--- src/verilog/wws_defs.svh ---
// Timing and layout constants for the windowed watchdog supervisor.
// Assumes a 100 MHz system clock; all watchdog spans derive from one base timeout, the filter count from the reaction time.
`ifndef WWS_DEFS_SVH
`define WWS_DEFS_SVH

// Clock period in ns
`define WWS_CLK_PERIOD_NS 10
// Base timeout in ms, as printed
`define WWS_BASE_TIMEOUT_MS 100
// Base timeout in cycles
`define WWS_BASE_TIMEOUT_CYC ((`WWS_BASE_TIMEOUT_MS * 1000000) / `WWS_CLK_PERIOD_NS)
// Window fraction in percent
`define WWS_WINDOW_PCT 20
// Comparator reaction time in us, typical and longest
`define WWS_REACT_TYP_US 5
`define WWS_REACT_MAX_US 20
// Filter count: typical reaction time in cycles, well inside the longest
`define WWS_REACT_CYC ((`WWS_REACT_TYP_US * 1000) / `WWS_CLK_PERIOD_NS)
// Services needed before enable goes active
`define WWS_SERVICES_NEEDED 3
// Pulse width divisor of the base timeout
`define WWS_PULSE_DIV 40

`endif

--- src/verilog/wws_pkg.sv ---
// Types for the windowed watchdog supervisor.
// Assumes no surrounding context beyond the constant header.
package wws_pkg;
	// Supervisor states, one-hot
	typedef enum logic [4:0] {
		WWS_ST_HOLD = 5'h01,
		WWS_ST_STARTUP = 5'h02,
		WWS_ST_CLOSED = 5'h04,
		WWS_ST_OPEN = 5'h08,
		WWS_ST_PULSE = 5'h10
	} wws_state_e;
endpackage

--- src/verilog/wws_sync.sv ---
// Three-stage synchroniser with agreement check for one pin input.
// Assumes the input may change at any time relative to i_sys_clk.
`timescale 1ns/1ns
`default_nettype none
module wws_sync #(
	parameter logic RESET_VAL = 1'b1
) (
	input wire logic i_sys_clk,
	input wire logic i_rst_n,
	input wire logic i_pin,
	output logic o_level
);
	logic [2:0] stage_q; // Shift chain; stage 0 feeds only stage 1
	logic [2:0] stage_d;
	logic level_q; // Accepted level
	logic level_d;

	// Next values: a change counts once stages 1 and 2 agree
	always_comb begin
		stage_d = {stage_q[1:0], i_pin};
		level_d = level_q;
		if (stage_q[1] == stage_q[2]) begin
			level_d = stage_q[2];
		end
	end

	// Registers only
	always_ff @(posedge i_sys_clk or negedge i_rst_n) begin
		if (!i_rst_n) begin
			stage_q <= {3{RESET_VAL}};
			level_q <= RESET_VAL;
		end else begin
			stage_q <= stage_d;
			level_q <= level_d;
		end
	end

	assign o_level = level_q;
endmodule // wws_sync
`default_nettype wire

--- src/verilog/wws_supervisor.sv ---
// Windowed watchdog with supply supervisor: state machine and pin drivers.
// Assumes a digital comparator result on i_monitor_above and an external
// pull-up on every open-drain output; one clock, no software registers.
//
// Overview of operation
// - Hold reset while voltage below reference
// - Keep reset one base timeout after crossing
// - Voltage drop always forces reset
// - Filter comparator, react within twenty microseconds
// - Period split into closed then open window
// - Closed window lasts 0.8 base timeout
// - Open window lasts 0.4 base timeout
// - Window fraction fixed at twenty percent
// - Watchdog reset pulse is timeout over forty
// - All spans scale from one time base
// - Reset output is open drain, low only
// - Enable active low, open drain or push-pull
// - Clear pulses are service events
// - Open service restarts; closed service resets
// - Unserviced periods repeat short reset pulses
// - Enable after three consecutive open services
// - Ignore clear during startup and brown-out
`timescale 1ns/1ns
`default_nettype none
`include "wws_defs.svh"
module wws_supervisor #(
	parameter int BASE_CYC = `WWS_BASE_TIMEOUT_CYC, // Base timeout in cycles
	parameter int REACT_CYC = `WWS_REACT_CYC, // Comparator filter in cycles
	parameter bit EN_PUSH_PULL = 1'b0 // 0: open-drain enable, 1: push-pull
) (
	input wire logic i_sys_clk,
	input wire logic i_rst_n,
	input wire logic i_monitor_above, // Comparator: monitor_voltage above reference
	input wire logic i_watchdog_service_n, // Clear pin, active low
	output logic o_supervisor_hold_n_out, // Reset pin output value (always 0)
	output logic o_supervisor_hold_n_oe, // Reset pin pull-down enable
	output logic o_enable_n_out, // Enable pin output value
	output logic o_enable_n_oe // Enable pin driver enable
);
	// Derived spans, all from the one base count
	localparam int CLOSED_CYC = BASE_CYC - (BASE_CYC * `WWS_WINDOW_PCT) / 100;
	localparam int OPEN_CYC = 2 * ((BASE_CYC * `WWS_WINDOW_PCT) / 100);
	localparam int PULSE_CYC = BASE_CYC / `WWS_PULSE_DIV;
	localparam int CW = $clog2(BASE_CYC + 1);
	localparam int FW = $clog2(REACT_CYC + 1);

	// Refuse spans the counters cannot serve
	initial begin
		if (BASE_CYC < 2 * `WWS_PULSE_DIV || REACT_CYC < 1) begin
			$error("wws_supervisor: base or filter count too small");
		end
	end

	// Synchronised pins
	logic svc_lvl; // Clear input, settled level
	logic mon_lvl; // Comparator, settled level

	wws_sync #(.RESET_VAL(1'b1)) u_sync_svc (
		.i_sys_clk(i_sys_clk),
		.i_rst_n(i_rst_n),
		.i_pin(i_watchdog_service_n),
		.o_level(svc_lvl)
	);
	wws_sync #(.RESET_VAL(1'b0)) u_sync_mon (
		.i_sys_clk(i_sys_clk),
		.i_rst_n(i_rst_n),
		.i_pin(i_monitor_above),
		.o_level(mon_lvl)
	);

	// Comparator filter state
	logic above_q; // Filtered: voltage above reference
	logic above_d;
	logic [FW-1:0] flt_q; // Cycles the raw level disagrees with filtered
	logic [FW-1:0] flt_d;

	// Glitch filter: a new level must persist REACT_CYC cycles, which
	// keeps short excursions from resetting the system.
	always_comb begin
		above_d = above_q;
		flt_d = '0;
		if (mon_lvl != above_q) begin
			if (flt_q >= FW'(REACT_CYC - 1)) begin
				above_d = mon_lvl;
			end else begin
				flt_d = flt_q + FW'(1);
			end
		end
	end

	always_ff @(posedge i_sys_clk or negedge i_rst_n) begin
		if (!i_rst_n) begin
			above_q <= 1'b0;
			flt_q <= '0;
		end else begin
			above_q <= above_d;
			flt_q <= flt_d;
		end
	end

	// Service edge detect on the settled level
	logic svc_prev_q; // Previous settled clear level
	logic svc_prev_d;
	logic svc_fall; // One-cycle service event
	assign svc_prev_d = svc_lvl;
	assign svc_fall = svc_prev_q & ~svc_lvl;

	always_ff @(posedge i_sys_clk or negedge i_rst_n) begin
		if (!i_rst_n) begin
			svc_prev_q <= 1'b1;
		end else begin
			svc_prev_q <= svc_prev_d;
		end
	end

	// Main state machine
	wws_pkg::wws_state_e state_q; // Supervisor state
	wws_pkg::wws_state_e state_d;
	logic [CW-1:0] cnt_q; // Cycles spent in current span
	logic [CW-1:0] cnt_d;
	logic [1:0] good_q; // Consecutive open-window services
	logic [1:0] good_d;
	logic en_q; // Enable active
	logic en_d;
	logic hold_q; // Reset output active
	logic hold_d;

	// Next-state logic. The comparator check sits first so a drop wins
	// over every watchdog event.
	always_comb begin
		state_d = state_q;
		cnt_d = cnt_q + CW'(1);
		good_d = good_q;
		en_d = en_q;
		if (!above_q) begin
			state_d = wws_pkg::WWS_ST_HOLD;
			cnt_d = '0;
			good_d = '0;
			en_d = 1'b0;
		end else begin
			case (state_q)
				wws_pkg::WWS_ST_HOLD: begin
					state_d = wws_pkg::WWS_ST_STARTUP;
					cnt_d = '0;
				end
				wws_pkg::WWS_ST_STARTUP: begin
					// Clear pulses ignored here
					if (cnt_q >= CW'(BASE_CYC - 1)) begin
						state_d = wws_pkg::WWS_ST_CLOSED;
						cnt_d = '0;
					end
				end
				wws_pkg::WWS_ST_CLOSED: begin
					if (svc_fall) begin
						state_d = wws_pkg::WWS_ST_PULSE;
						cnt_d = '0;
						good_d = '0;
						en_d = 1'b0;
					end else if (cnt_q >= CW'(CLOSED_CYC - 1)) begin
						state_d = wws_pkg::WWS_ST_OPEN;
						cnt_d = '0;
					end
				end
				wws_pkg::WWS_ST_OPEN: begin
					if (svc_fall) begin
						state_d = wws_pkg::WWS_ST_CLOSED;
						cnt_d = '0;
						if (good_q == 2'(`WWS_SERVICES_NEEDED - 1)) begin
							en_d = 1'b1;
						end else begin
							good_d = good_q + 2'h1;
						end
					end else if (cnt_q >= CW'(OPEN_CYC - 1)) begin
						state_d = wws_pkg::WWS_ST_PULSE;
						cnt_d = '0;
						good_d = '0;
						en_d = 1'b0;
					end
				end
				wws_pkg::WWS_ST_PULSE: begin
					// Services ignored while the pulse is out
					if (cnt_q >= CW'(PULSE_CYC - 1)) begin
						state_d = wws_pkg::WWS_ST_CLOSED;
						cnt_d = '0;
					end
				end
				default: begin
					state_d = wws_pkg::WWS_ST_HOLD;
					cnt_d = '0;
				end
			endcase
		end
		hold_d = (state_d == wws_pkg::WWS_ST_HOLD) || (state_d == wws_pkg::WWS_ST_STARTUP) ||
			(state_d == wws_pkg::WWS_ST_PULSE);
	end

	always_ff @(posedge i_sys_clk or negedge i_rst_n) begin
		if (!i_rst_n) begin
			state_q <= wws_pkg::WWS_ST_HOLD;
			cnt_q <= '0;
			good_q <= '0;
			en_q <= 1'b0;
			hold_q <= 1'b1;
		end else begin
			state_q <= state_d;
			cnt_q <= cnt_d;
			good_q <= good_d;
			en_q <= en_d;
			hold_q <= hold_d;
		end
	end

	// Pin drivers; reset is open drain, enable per variant.
	assign o_supervisor_hold_n_out = 1'b0;
	assign o_supervisor_hold_n_oe = hold_q;
	assign o_enable_n_out = EN_PUSH_PULL ? ~en_q : 1'b0;
	// Open drain pulls the pin low only while enable is active
	assign o_enable_n_oe = EN_PUSH_PULL ? 1'b1 : en_q;
endmodule // wws_supervisor
`default_nettype wire

--- config.mk ---
export PLATFORM = sky130hd
export DESIGN_NAME = wws_supervisor
export DESIGN_NICKNAME = d
export VERILOG_FILES = /design/src/verilog/wws_pkg.sv /design/src/verilog/wws_sync.sv /design/src/verilog/wws_supervisor.sv
export VERILOG_INCLUDE_DIRS = /design/src /design/src/verilog
export SDC_FILE = /design/constraint.sdc
export NUM_CORES = 1
export LEC_CHECK = 0
export BUFFER_PORTS_ARGS = -buffer_cell sky130_fd_sc_hd__buf_2
export CAP_MARGIN = 20
export CORE_UTILIZATION = 30
export CTS_CLUSTER_DIAMETER = 150
export DETAILED_ROUTE_END_ITERATION = 16
export SETUP_SLACK_MARGIN = 0.02
export SLEW_MARGIN = 20
export SYNTH_ARGS = -nofsm -noshare
export SYNTH_HDL_FRONTEND = slang
export SYNTH_SLANG_ARGS = --single-unit
--- constraint.sdc ---
create_clock -name i_sys_clk -period 3.1 [get_ports i_sys_clk]
set_clock_uncertainty 0.15 [all_clocks]
set_input_delay 0.465 -clock i_sys_clk [delete_from_list [all_inputs] [get_ports i_sys_clk]]
set_output_delay 0.465 -clock i_sys_clk [all_outputs]
set_load 0.01 [all_outputs]
### Word-level counts from Yosys, hierarchy flattened

Index checks and enable logic that the tools add are counted.

| word-level totals | value |
|---|---|
| bits in registers | 52 |
| output and inout port bits | 4 |
| word-level logic and storage cells | 74 |

| operators by class | value |
|---|---|
| add/sub/neg operators | 3 |
| order comparisons | 5 |
| eq/ne operators | 17 |
| muxes and demuxes | 30 |
| bitwise gates (word level) | 2 |
| reduce and logical (&&, ||, !) cells | 5 |

Operators by type and width:

| kind | count |
|---|---|
| $mux 24 | 7 |
| $pmux 24 s4 | 1 |
| $mux 5 | 7 |
| $pmux 5 s5 | 1 |
| $add 24x1->24 const B | 1 |
| $ge 24x18->1 const B | 1 |
| $ge 24x22->1 const B | 1 |
| $ge 24x23->1 const B | 1 |
| $ge 24x24->1 const B | 1 |
| $mux 9 | 2 |
| $ne 4x4->1 const B | 3 |
| $eq 5x1->1 const B | 2 |
| $eq 5x2->1 const B | 2 |
| $eq 5x5->1 const B | 2 |
| $mux 2 | 5 |
| $add 9x1->9 const B | 1 |
| $ge 9x9->1 const B | 1 |
| $reduce_and 4->1 | 2 |
| $eq 5x3->1 const B | 1 |
| $eq 5x4->1 const B | 1 |
| $mux 1 | 5 |
| $pmux 2 s2 | 1 |
| $ne 3x1->1 const B | 1 |
| $ne 3x3->1 const B | 1 |
| other kinds (9) | 11 |

### Logic depth before layout (Yosys ltp)

Gate-level depths: netlist of the first run.

| logic depth | value |
|---|---|
| word-level depth | 8 |
| mapped depth | 8 |
| depth with buffers taken out | 7 |

### By module

A second synthesis of the first run with hierarchy kept.

| second synthesis, totals | value |
|---|---|
| cells, all modules | 309 |
| area, all modules | 2906.5 um2 |

By module, submodules not included:

| module | instances | cells each | area an instance (um2) | sequential area each (um2) |
|---|---|---|---|---|
| wws_supervisor | 1 | 299 | 2678.8 | 1104.8 |
| wws_sync at u_sync_svc | 1 | 5 | 116.4 | 105.1 |
| wws_sync at u_sync_mon | 1 | 5 | 111.4 | 100.1 |

### Worst setup path after synthesis of the first run

No wires, ideal clock.

| timing | value |
|---|---|
| kind | register to register |
| start | register cnt_q[0] |
| end | register cnt_q[18] |
| setup time | 69 ps |
| arrival time | 2128 ps |
| path slack | 753 ps |
| cell stages (with the launch flop) | 9 |
| period minus slack after synthesis | 2347 ps |
| cells stage by stage | dfrtp_1 ha_1 and3_1 o41ai_1 a31oi_1 nor4_1 o311ai_4 buf_6 nor2_2 |

| between the ends | value |
|---|---|
| longest elaborated chain between the ends | 5 |
| elaborated cells on any way between the ends | 13 |
| those cells by class | add/sub (1); order compare (4); mux (8) |

Ends and longest elaborated chain:

| what | line | source |
|---|---|---|
| start, declared | wws_supervisor.sv:119 | `logic [CW-1:0] cnt_q;` |
| start signal, assigned | wws_supervisor.sv:206 | `cnt_q <= cnt_d;` |
| $add 24x1->24, or another cell as far along | wws_supervisor.sv:132 | `cnt_d = cnt_q + CW'(1);` |
| $mux 24, on equally long branches | wws_supervisor.sv:173, wws_supervisor.sv:159 |  |
| $mux 24, on equally long branches | wws_supervisor.sv:165, wws_supervisor.sv:154 |  |
| $pmux 24 s4 * | wws_supervisor.sv:141 | `case (state_q)` |
| $mux 24 * | wws_supervisor.sv:135 | `if (!above_q) begin` |
| named net cnt_d[18] | wws_supervisor.sv:120 | `logic [CW-1:0] cnt_d;` |

The timed path passes the listed nets; every way through them passes the cells marked *.
A chain may end at the register's enable or synchronous reset.

### Worst setup path in the final report of the first run

| timing | value |
|---|---|
| start | register cnt_q[0] |
| end | register cnt_q[4] |

Same word-level chain as after synthesis.

==> results of run 1 <==
stage by stage:
stage / std cells / power, mW / util / setup WS (ns) / hold WS [ns]
floorplan: 282 / 0.739 / - / 0.753 / 0.0194
global placement: 384 / 0.759 / 0.323 / 0.434 / 0.184
detailed placement: 384 / 0.761 / 0.323 / 0.351 / 0.186
CTS: 393 / 1.40 / 0.342 / 0.314 / 0.0909
global route: 393 / 1.43 / 0.342 / 0.103 / 0.0859
finish: 393 / 1.38 / 0.342 / 0.323 / 0.0991
sequential cells by signal, indices dropped and copies added, names as in the netlist:
| name | flops |
|---|---|
| svc_prev_q | 1 |
| u_sync_svc.o_level | 1 |
| o_supervisor_hold_n_oe | 1 |
| o_enable_n_oe | 1 |
| good_q | 2 |
| u_sync_mon.stage_q | 3 |
| cnt_q | 24 |
| u_sync_mon.o_level | 1 |
| flt_q | 9 |
| state_q | 5 |
| u_sync_svc.stage_q | 3 |
| above_q | 1 |
layout make-up:
type / instances / area share
well taps: 108 / 0.0449
flip-flops and latches: 52 / 0.435
clock buffers: 5 / 0.0228
inverters: 7 / 0.00872
clock inverters: 3 / 0.0299
multi-input cells: 209 / 0.440
repair buffers: 9 / 0.0191
layer usage:
layer  vias up  routed length [um]
li1        992                   -
met1       956                2530
met2        30                2380
met3         5                 157
met4         0                  40
met5         -                   0
synth_stat cells (3+ instances only):
cell type   n
xnor2_1    12
a21oi_1     4
inv_1       7
xor2_1     15
nor2_1     41
nor4_1      6
a31oi_1     3
buf_6       3
and3_1      7
nand2_1    15
dfstp_2     7
nand4_1     7
nand2b_1    5
and2_1      4
o21ai_0     6
dfrtp_1    45
and4_1      3
ha_1        3
buf_4       3
nand3_1    14
nor3_1      7
clkbuf_1    8
nor2_2     10
nor2b_1     4
cells by family after synthesis:
| group | Yosys count | synth area share |
|---|---|---|
| buffers and inverters | 21 | 0.0410 |
| AO/OA/AOI/OAI | 38 | 0.108 |
| AND/OR/NAND/NOR | 135 | 0.257 |
| other | 1 | 0.00137 |
| multiplexers | 2 | 0.00775 |
| flip-flops | 52 | 0.477 |
| adder cells (fa/ha/maj) | 5 | 0.0210 |
| XOR/XNOR | 27 | 0.0862 |
power breakdown:
group          internal (mW)  switching [mW]
Sequential             0.695         0.00917
Clock                  0.403           0.227
Combinational         0.0144          0.0281
Total                   1.11           0.264
repair_timing:
action                    4_1_cts  5_1_grt
hold buffers                    1        0
hold endpoints to repair       15        0
gates resized for setup         0        0
buffers inserted                0        0
worst max path at each step:
stage / slack [ns] / endpoint / cells after the start
3_3_place_gp: 0.43 / cnt_q[4]$_DFF_PN0_ / 8
6_report: 0.32 / cnt_q[4]$_DFF_PN0_ / 8
3_5_place_dp: 0.35 / cnt_q[4]$_DFF_PN0_ / 8
5_1_grt: 0.10 / cnt_q[4]$_DFF_PN0_ / 8
2_1_floorplan: 0.75 / cnt_q[18]$_DFF_PN0_ / 8
4_1_cts: 0.31 / cnt_q[4]$_DFF_PN0_ / 8
==> impl_metrics.yaml, run 1 <==
drt:
  wl_um: 5110
  drt_iter0_markers: 142
  drc: 2
  routedWlPerCell_um: 13.0
  postRouteAntennaNets: 0
  avgViaCountPerCell: 5.05
  num_vias: 1983
  dr.pass1.iters: 10
clock_network:
  cts_buffers: 5
  path_clk_slew_ns: 0.09
  clkSinkCount: 52
  root_buffer: "clkbuf_8"
  h-tree-depth: 2
  cts.path.max_buffers: 2
  cts_tree: "done"
  clk-insertion-delay-late_ns: 0.31
placed_design:
  placed_cell_area_um2: 2840
  numPortBuffers: 5
  hpwlAfterDp_um: 3720
  routabilityCongestion: 0.826
sta:
  relSlewSlack: 0.592
  setup_viol: 0
  hold_viol: 0
  period_share: 0.896
  fin_setup_tns_ns: 0
  finalCriticalPeriod_ns: 2.78
  worst_pin_slew_ns: 0.607
  max_freq_ghz: 0.360
  maxSlewViolCount: 0
  rsz0062_at_grt: "no"
yosys:
  ys_seq_elements: 52
  syn-cell-area_um2: 2740
  yosysSeqAreaShare: 0.477
  synth_flop_cell: "dfrtp_1"
  synth_area_leaders: "dfrtp_1, dfstp_2, nor2_1"
  ys_warn_count: 0
  syn_inst: 281
  synthDistinctLibCells: 56
  synth_edf_count: 0
  syn_area_per_cell_um2: 9.76
  yosys.area.top_type: "dfrtp_1"
  synthArstFlopShare: 1.00
  synth_top_area_share: 0.410
floorplan:
  start_util: 0.312
  die_h_um: 97.6
  rows: 34
  ios: 8
  core_um2: 8810
  die_x_um: 97.6
  die-area_um2: 9530
setup_path:
  r2r-start: "cnt_q[0]$_DFF_PN0_"
  crit_path_start_kind: "register"
  cp-end-kind: "register"
  r2r-end: "cnt_q[4]$_DFF_PN0_"
  cp_max_fo: 24
  path_delay_family: "simple AND/OR/NAND/NOR gates"
  crit_buf_inv: 1
  path_class: "reg2reg"
  startpoint: "cnt_q[0]$_DFF_PN0_"
  reg2regPathDepth: 8
  worstPathArrival_ns: 2.85
  slowest_stage: "nor4_1"
  cpPeakStageDelay_ns: 0.55
  path_cells: "ha_1 -> and3_1 -> o41ai_1 -> a31oi_1 -> nor4_1 -> o311ai_4 -> buf_4 -> nor3b_1"
  rrSetupSlack_ns: 0.32
  required_ns: 3.18
worst_hold_path:
  min_to: "u_sync_svc.stage_q[0]$_DFF_PN1_"
  worstHoldStart: "i_watchdog_service_n"
  worstHoldPathCells: 1
  min_path_type: "in2reg"
power:
  p_leak_nw: 1.18
  p_per_area_nw_per_um2: 457
  irDropWorstVdd_uv: 173
run_status:
  violations: "DRC"
  status: "finished with violations"
global_routing:
  busiest_layer: "met2"
  grt_use_met2: 0.181
  grt_use_met3: 0.0237
  met1_usage: 0.164
  grt_first_pass_wirelength_um: 9070
  grt_max_degree: 31
  grt_pass1_vias: 1901
  antenna_found_initial: 0
  track_usage: 0.116
  grt_remaining_overflow: 0
cells_and_area:
  design_area_um2: 3010
  drive_gt1_frac: 0.137
  antenna_cells: 0
  nFillCells: 883
  layout_common_cells: "dfrtp_1, nor2_1, nand2_1, xor2_1, nand3_1"
  final_common_cell: "dfrtp_1"
  seqCellArea_um2: 1310
  multi_input_area_um2: 1330
  syn_to_final_growth_pct: 9.80
  finalNetCount: 291
job:
  maxCapViolCount: 0
No activity file was read; power rests on OpenSTA's default activity.
==> run 2, diff against run 1 <==
--- a/config.mk
+++ b/config.mk
@@ -8,9 +8,10 @@
 export LEC_CHECK = 0
 export BUFFER_PORTS_ARGS = -buffer_cell sky130_fd_sc_hd__buf_2
 export CAP_MARGIN = 20
-export CORE_UTILIZATION = 30
+export CORE_UTILIZATION = 60
 export CTS_CLUSTER_DIAMETER = 150
 export DETAILED_ROUTE_END_ITERATION = 16
+export PLACE_DENSITY = 0.77
 export SETUP_SLACK_MARGIN = 0.02
 export SLEW_MARGIN = 20
 export SYNTH_ARGS = -nofsm -noshare
==> run 2 against run 1 <==
The run now ends clean. Utilization increased by 32 points. Non-clock buffer count is 1 lower. Cell count is 15% lower. Combinational power fell by 3%. Critical endpoint is now cnt_q[3]$_DFF_PN0_. Largest cell class unchanged.
==> impl_metrics.yaml, run 2 (synthesis gave the netlist of run 1 again) <==
run_status:
  status: "complete, no violations"
setup_path:
  rrSetupSlack_ns: 0.36
  required_ns: 3.17
  worstPathArrival_ns: 2.81
  r2r-start: "cnt_q[0]$_DFF_PN0_"
  cp-end-kind: "register"
  path_class: "reg2reg"
  startpoint: "cnt_q[0]$_DFF_PN0_"
  crit_path_start_kind: "register"
  cp_max_fo: 24
drt:
  drc: 0
  routedWlPerCell_um: 15.1
  drt_iter0_markers: 114
  dr.pass1.iters: 4
  postRouteAntennaNets: 0
  wl_um: 5060
  num_vias: 2029
  avgViaCountPerCell: 6.04
global_routing:
  antenna_found_initial: 0
  grt_first_pass_wirelength_um: 8740
  grt_pass1_vias: 1920
  track_usage: 0.230
  grt_remaining_overflow: 0
  grt_max_degree: 50
clock_network:
  post_cts_buffers: 0
  path_clk_slew_ns: 0.09
  cts_buffers: 5
  clkSinkCount: 52
  cts.path.max_buffers: 2
  clk-insertion-delay-late_ns: 0.31
  cts_hold_buf: 0
  cts_tree: "done"
  cts_resized: 0
  h-tree-depth: 2
  root_buffer: "clkbuf_8"
power:
  p_per_area_nw_per_um2: 429
  irDropWorstVdd_uv: 269
  p_leak_nw: 1.16
floorplan:
  die_h_um: 69.6
  start_util: 0.626
  core_um2: 4380
  rows: 24
  die_x_um: 69.6
  ios: 8
  die-area_um2: 4850
sta:
  max_freq_ghz: 0.365
  finalCriticalPeriod_ns: 2.74
  worst_pin_slew_ns: 0.601
  rsz0062_at_grt: "no"
  period_share: 0.884
  fin_setup_tns_ns: 0
  relSlewSlack: 0.596
  maxSlewViolCount: 0
  hold_viol: 0
  fin_ws_ns: 0.359
  setup_viol: 0
worst_hold_path:
  min_path_type: "in2async"
placed_design:
  dp_cells: 328
  numPortBuffers: 5
  routabilityCongestion: 0.845
  hpwlAfterDp_um: 3500
  dp_slack_ns: 0.361
job:
  maxCapViolCount: 0
cells_and_area:
  nFillCells: 351
  syn_to_final_growth_pct: 5.79
  final_common_cell: "dfrtp_1"
  antenna_cells: 0
  regMostFlops: "cnt_q"
  reg_top3: "cnt_q (24), flt_q (9), state_q (5)"
  largest_reg_flops: 24
  finalNetCount: 290
  layout_common_cells: "dfrtp_1, nor2_1, nand2_1, xor2_1, nand3_1"
  drive_gt1_frac: 0.137
  stdcell_count: 336
==> run 2: area by class of cell <==
type	count	area, um2	share of cell area
timing repair buffer	8	50.0	0.0172
sequential	52	1310	0.451
inverter	7	26.3	0.00905
multi-input combinational	209	1330	0.456
tap	52	65.1	0.0224
clock inverter	1	30.0	0.0103
clock buffer	7	96.3	0.0332
==> run 2: report_power, final <==
group          total (mW)  leakage (nW)  internal, mW  switching [mW]
sequential          0.705         0.691         0.695         0.00978
clock               0.498        0.0645         0.285           0.214
combinational      0.0412         0.408        0.0138          0.0274
==> run 2: stage by stage <==
stage / utilization / cell area, um2 / hold WS (ns) / total power [mW]
after floorplan: - / 2750 / 0.0194 / 0.739
after global placement: 0.633 / 2770 / 0.195 / 0.758
after detailed placement: 0.633 / 2770 / 0.189 / 0.760
after CTS: 0.662 / 2900 / 0.0849 / 1.26
after global routing: 0.662 / 2900 / 0.0500 / 1.29
final: 0.662 / 2900 / 0.0126 / 1.24
==> run 2: critical path, stage by stage (launching register included) <==
cell and delay, ns:
dfrtp_1 0.42, ha_1 0.25, and3_1 0.23, o41ai_1 0.30
a31oi_1 0.15, nor4_1 0.54, o311ai_4 0.14, buf_4 0.25
nor3b_1 0.22
==> run 2: per-layer routing <==
layer | up-vias | GRT usage | part of all wire
li1 | 985 | - | -
met1 | 988 | 0.314 | 0.48
met2 | 45 | 0.347 | 0.47
met3 | 11 | 0.0480 | 0.032
met4 | 0 | 0.116 | 0.025
met5 | - | 0 | 0
==> run 2: final timing paths <==
path | end | cells after the start
worst max-delay path | cnt_q[3]$_DFF_PN0_ | 8
worst min-delay path | flt_q[8]$_DFF_PN0_ | 1
worst max register to register | cnt_q[3]$_DFF_PN0_ | 8
worst min register to register | u_sync_svc.stage_q[1]$_DFF_PN1_ | 0
max in group asynchronous | u_sync_svc.o_level$_DFFE_PN1N_ | 2
min in group i_sys_clk | u_sync_svc.stage_q[0]$_DFF_PN1_ | 1
==> run 3, diff against run 2 <==
--- a/config.mk
+++ b/config.mk
@@ -6,7 +6,7 @@
 export SDC_FILE = /design/constraint.sdc
 export NUM_CORES = 1
 export LEC_CHECK = 0
-export BUFFER_PORTS_ARGS = -buffer_cell sky130_fd_sc_hd__buf_2
+export BUFFER_PORTS_ARGS = -buffer_cell sky130_fd_sc_hd__clkbuf_2
 export CAP_MARGIN = 20
 export CORE_UTILIZATION = 60
 export CTS_CLUSTER_DIAMETER = 150
==> run 3 against run 2 <==
Die area did not move. Critical path type unchanged. Global-route usage fell by 0.16 points. Non-clock buffer count did not move. Register-to-register slack improved by 0.02 ns. Critical endpoint is now cnt_q[4]$_DFF_PN0_. Maximum frequency rose by 0.68%.
==> impl_metrics.yaml, run 3 (synthesis gave the netlist of run 1 again) <==
sta:
  maxSlewViolCount: 0
  fin_setup_tns_ns: 0
  rsz0062_at_grt: "no"
  finalCriticalPeriod_ns: 2.72
  setup_viol: 0
  fin_ws_ns: 0.377
  max_freq_ghz: 0.367
  worst_pin_slew_ns: 0.625
  period_share: 0.878
  relSlewSlack: 0.584
  hold_viol: 0
floorplan:
  die-area_um2: 4850
  die_x_um: 69.6
  ios: 8
  die_h_um: 69.6
  rows: 24
  start_util: 0.626
  core_um2: 4380
setup_path:
  r2r-start: "cnt_q[0]$_DFF_PN0_"
  crit_buf_inv: 1
  startpoint: "cnt_q[0]$_DFF_PN0_"
  crit_end: "cnt_q[4]$_DFF_PN0_"
  path_cells: "ha_1 -> and3_1 -> o41ai_1 -> a31oi_1 -> nor4_1 -> o311ai_4 -> buf_4 -> nor3b_1"
  r2r-end: "cnt_q[4]$_DFF_PN0_"
  reg2regPathDepth: 8
  crit_path_start_kind: "register"
  path_delay_family: "simple AND/OR/NAND/NOR gates"
  worstPathArrival_ns: 2.80
  path_class: "reg2reg"
  cp_max_fo: 24
  required_ns: 3.17
  cpPeakStageDelay_ns: 0.54
  cp-end-kind: "register"
  path_depth: 8
  slowest_stage: "nor4_1"
  rrSetupSlack_ns: 0.38
worst_hold_path:
  worstHoldStart: "i_watchdog_service_n"
  min_path_type: "in2reg"
global_routing:
  track_usage: 0.228
  grt_max_degree: 53
  grt_remaining_overflow: 0
  grt_pass1_vias: 1984
  antenna_found_initial: 0
  grt_first_pass_wirelength_um: 8990
cells_and_area:
  final_util: 0.669
  syn_to_final_growth_pct: 6.89
  regMostFlops: "cnt_q"
  nFillCells: 362
  antenna_cells: 0
  finalNetCount: 290
  design_area_um2: 2930
  drive_gt1_frac: 0.137
  reg_top3: "cnt_q (24), flt_q (9), state_q (5)"
  final_common_cell: "dfrtp_1"
  largest_reg_flops: 24
  layout_common_cells: "dfrtp_1, nor2_1, nand2_1, xor2_1, nand3_1"
  stdcell_count: 336
power:
  sequentialPowerShare: 0.515
  p_per_area_nw_per_um2: 466
  pwr-share-comb: 0.030
  p_clk_frac: 0.455
  p_int_mw: 1.11
  switching_share: 0.187
  p_leak_nw: 1.18
  irDropWorstVdd_uv: 345
  switchingPower_mw: 0.256
clock_network:
  root_buffer: "clkbuf_8"
  path_clk_slew_ns: 0.09
  cts_tree: "done"
  h-tree-depth: 2
  cts_hold_buf: 0
  cts_resized: 0
  cts.path.max_buffers: 2
  clkSinkCount: 52
  cts_buffers: 5
  post_cts_buffers: 0
  clk-insertion-delay-late_ns: 0.30
drt:
  avgViaCountPerCell: 5.96
  drc: 0
  num_vias: 2002
  dr.pass1.iters: 4
  routedWlPerCell_um: 14.4
  drt_iter0_markers: 120
  postRouteAntennaNets: 0
  wl_um: 4820
run_status:
  status: "complete, no violations"
placed_design:
  placed_cell_area_um2: 2770
  hpwlAfterDp_um: 3410
  dp_slack_ns: 0.370
  dp_cells: 328
  numPortBuffers: 5
  routabilityCongestion: 0.884
job:
  maxCapViolCount: 0
==> run 3: worst min path at each step <==
stage                                 endpoint  slack [ns]  cells after the start
2_1_floorplan              above_q$_DFFE_PN0P_        0.02                      0
3_3_place_gp   u_sync_mon.stage_q[1]$_DFF_PN0_        0.19                      0
3_5_place_dp   u_sync_mon.stage_q[1]$_DFF_PN0_        0.19                      0
4_1_cts        u_sync_svc.stage_q[0]$_DFF_PN1_        0.08                      1
5_1_grt        u_sync_svc.stage_q[0]$_DFF_PN1_        0.08                      1
6_report       u_sync_svc.stage_q[0]$_DFF_PN1_        0.09                      1
==> run 3: power by group through the flow <==
| stage | combinational [mW] | sequential [mW] | clock (mW) |
|---|---|---|---|
| floorplan | 0.0233 | 0.716 | 0 |
| global placement | 0.0412 | 0.717 | 0 |
| detailed placement | 0.0414 | 0.718 | 0 |
| CTS | 0.0416 | 0.705 | 0.636 |
| global route | 0.0486 | 0.707 | 0.657 |
| finish | 0.0404 | 0.705 | 0.622 |
==> run 3: layout make-up <==
class,instances,area [um2],area share
Multi-Input combinational cell,209,1330,0.452
Sequential cell,52,1310,0.447
Clock inverter,3,90.1,0.0307
Clock buffer,5,68.8,0.0235
Tap cell,52,65.1,0.0222
Timing Repair Buffer,8,47.5,0.0162
Inverter,7,26.3,0.00896
==> run 3: through the flow <==
stage | hold WS, ns | power (mW)
6_report | 0.0891 | 1.37
3_3_place_gp | 0.187 | 0.758
4_1_cts | 0.0778 | 1.38
5_1_grt | 0.0801 | 1.41
3_5_place_dp | 0.186 | 0.760
2_1_floorplan | 0.0194 | 0.739
==> run 3: metal layers <==
layer	up-vias	global-route usage	part of all wire
li1	987	-	-
met1	962	0.322	0.49
met2	44	0.359	0.46
met3	9	0.0480	0.039
met4	0	0.0622	0.015
met5	-	0	0
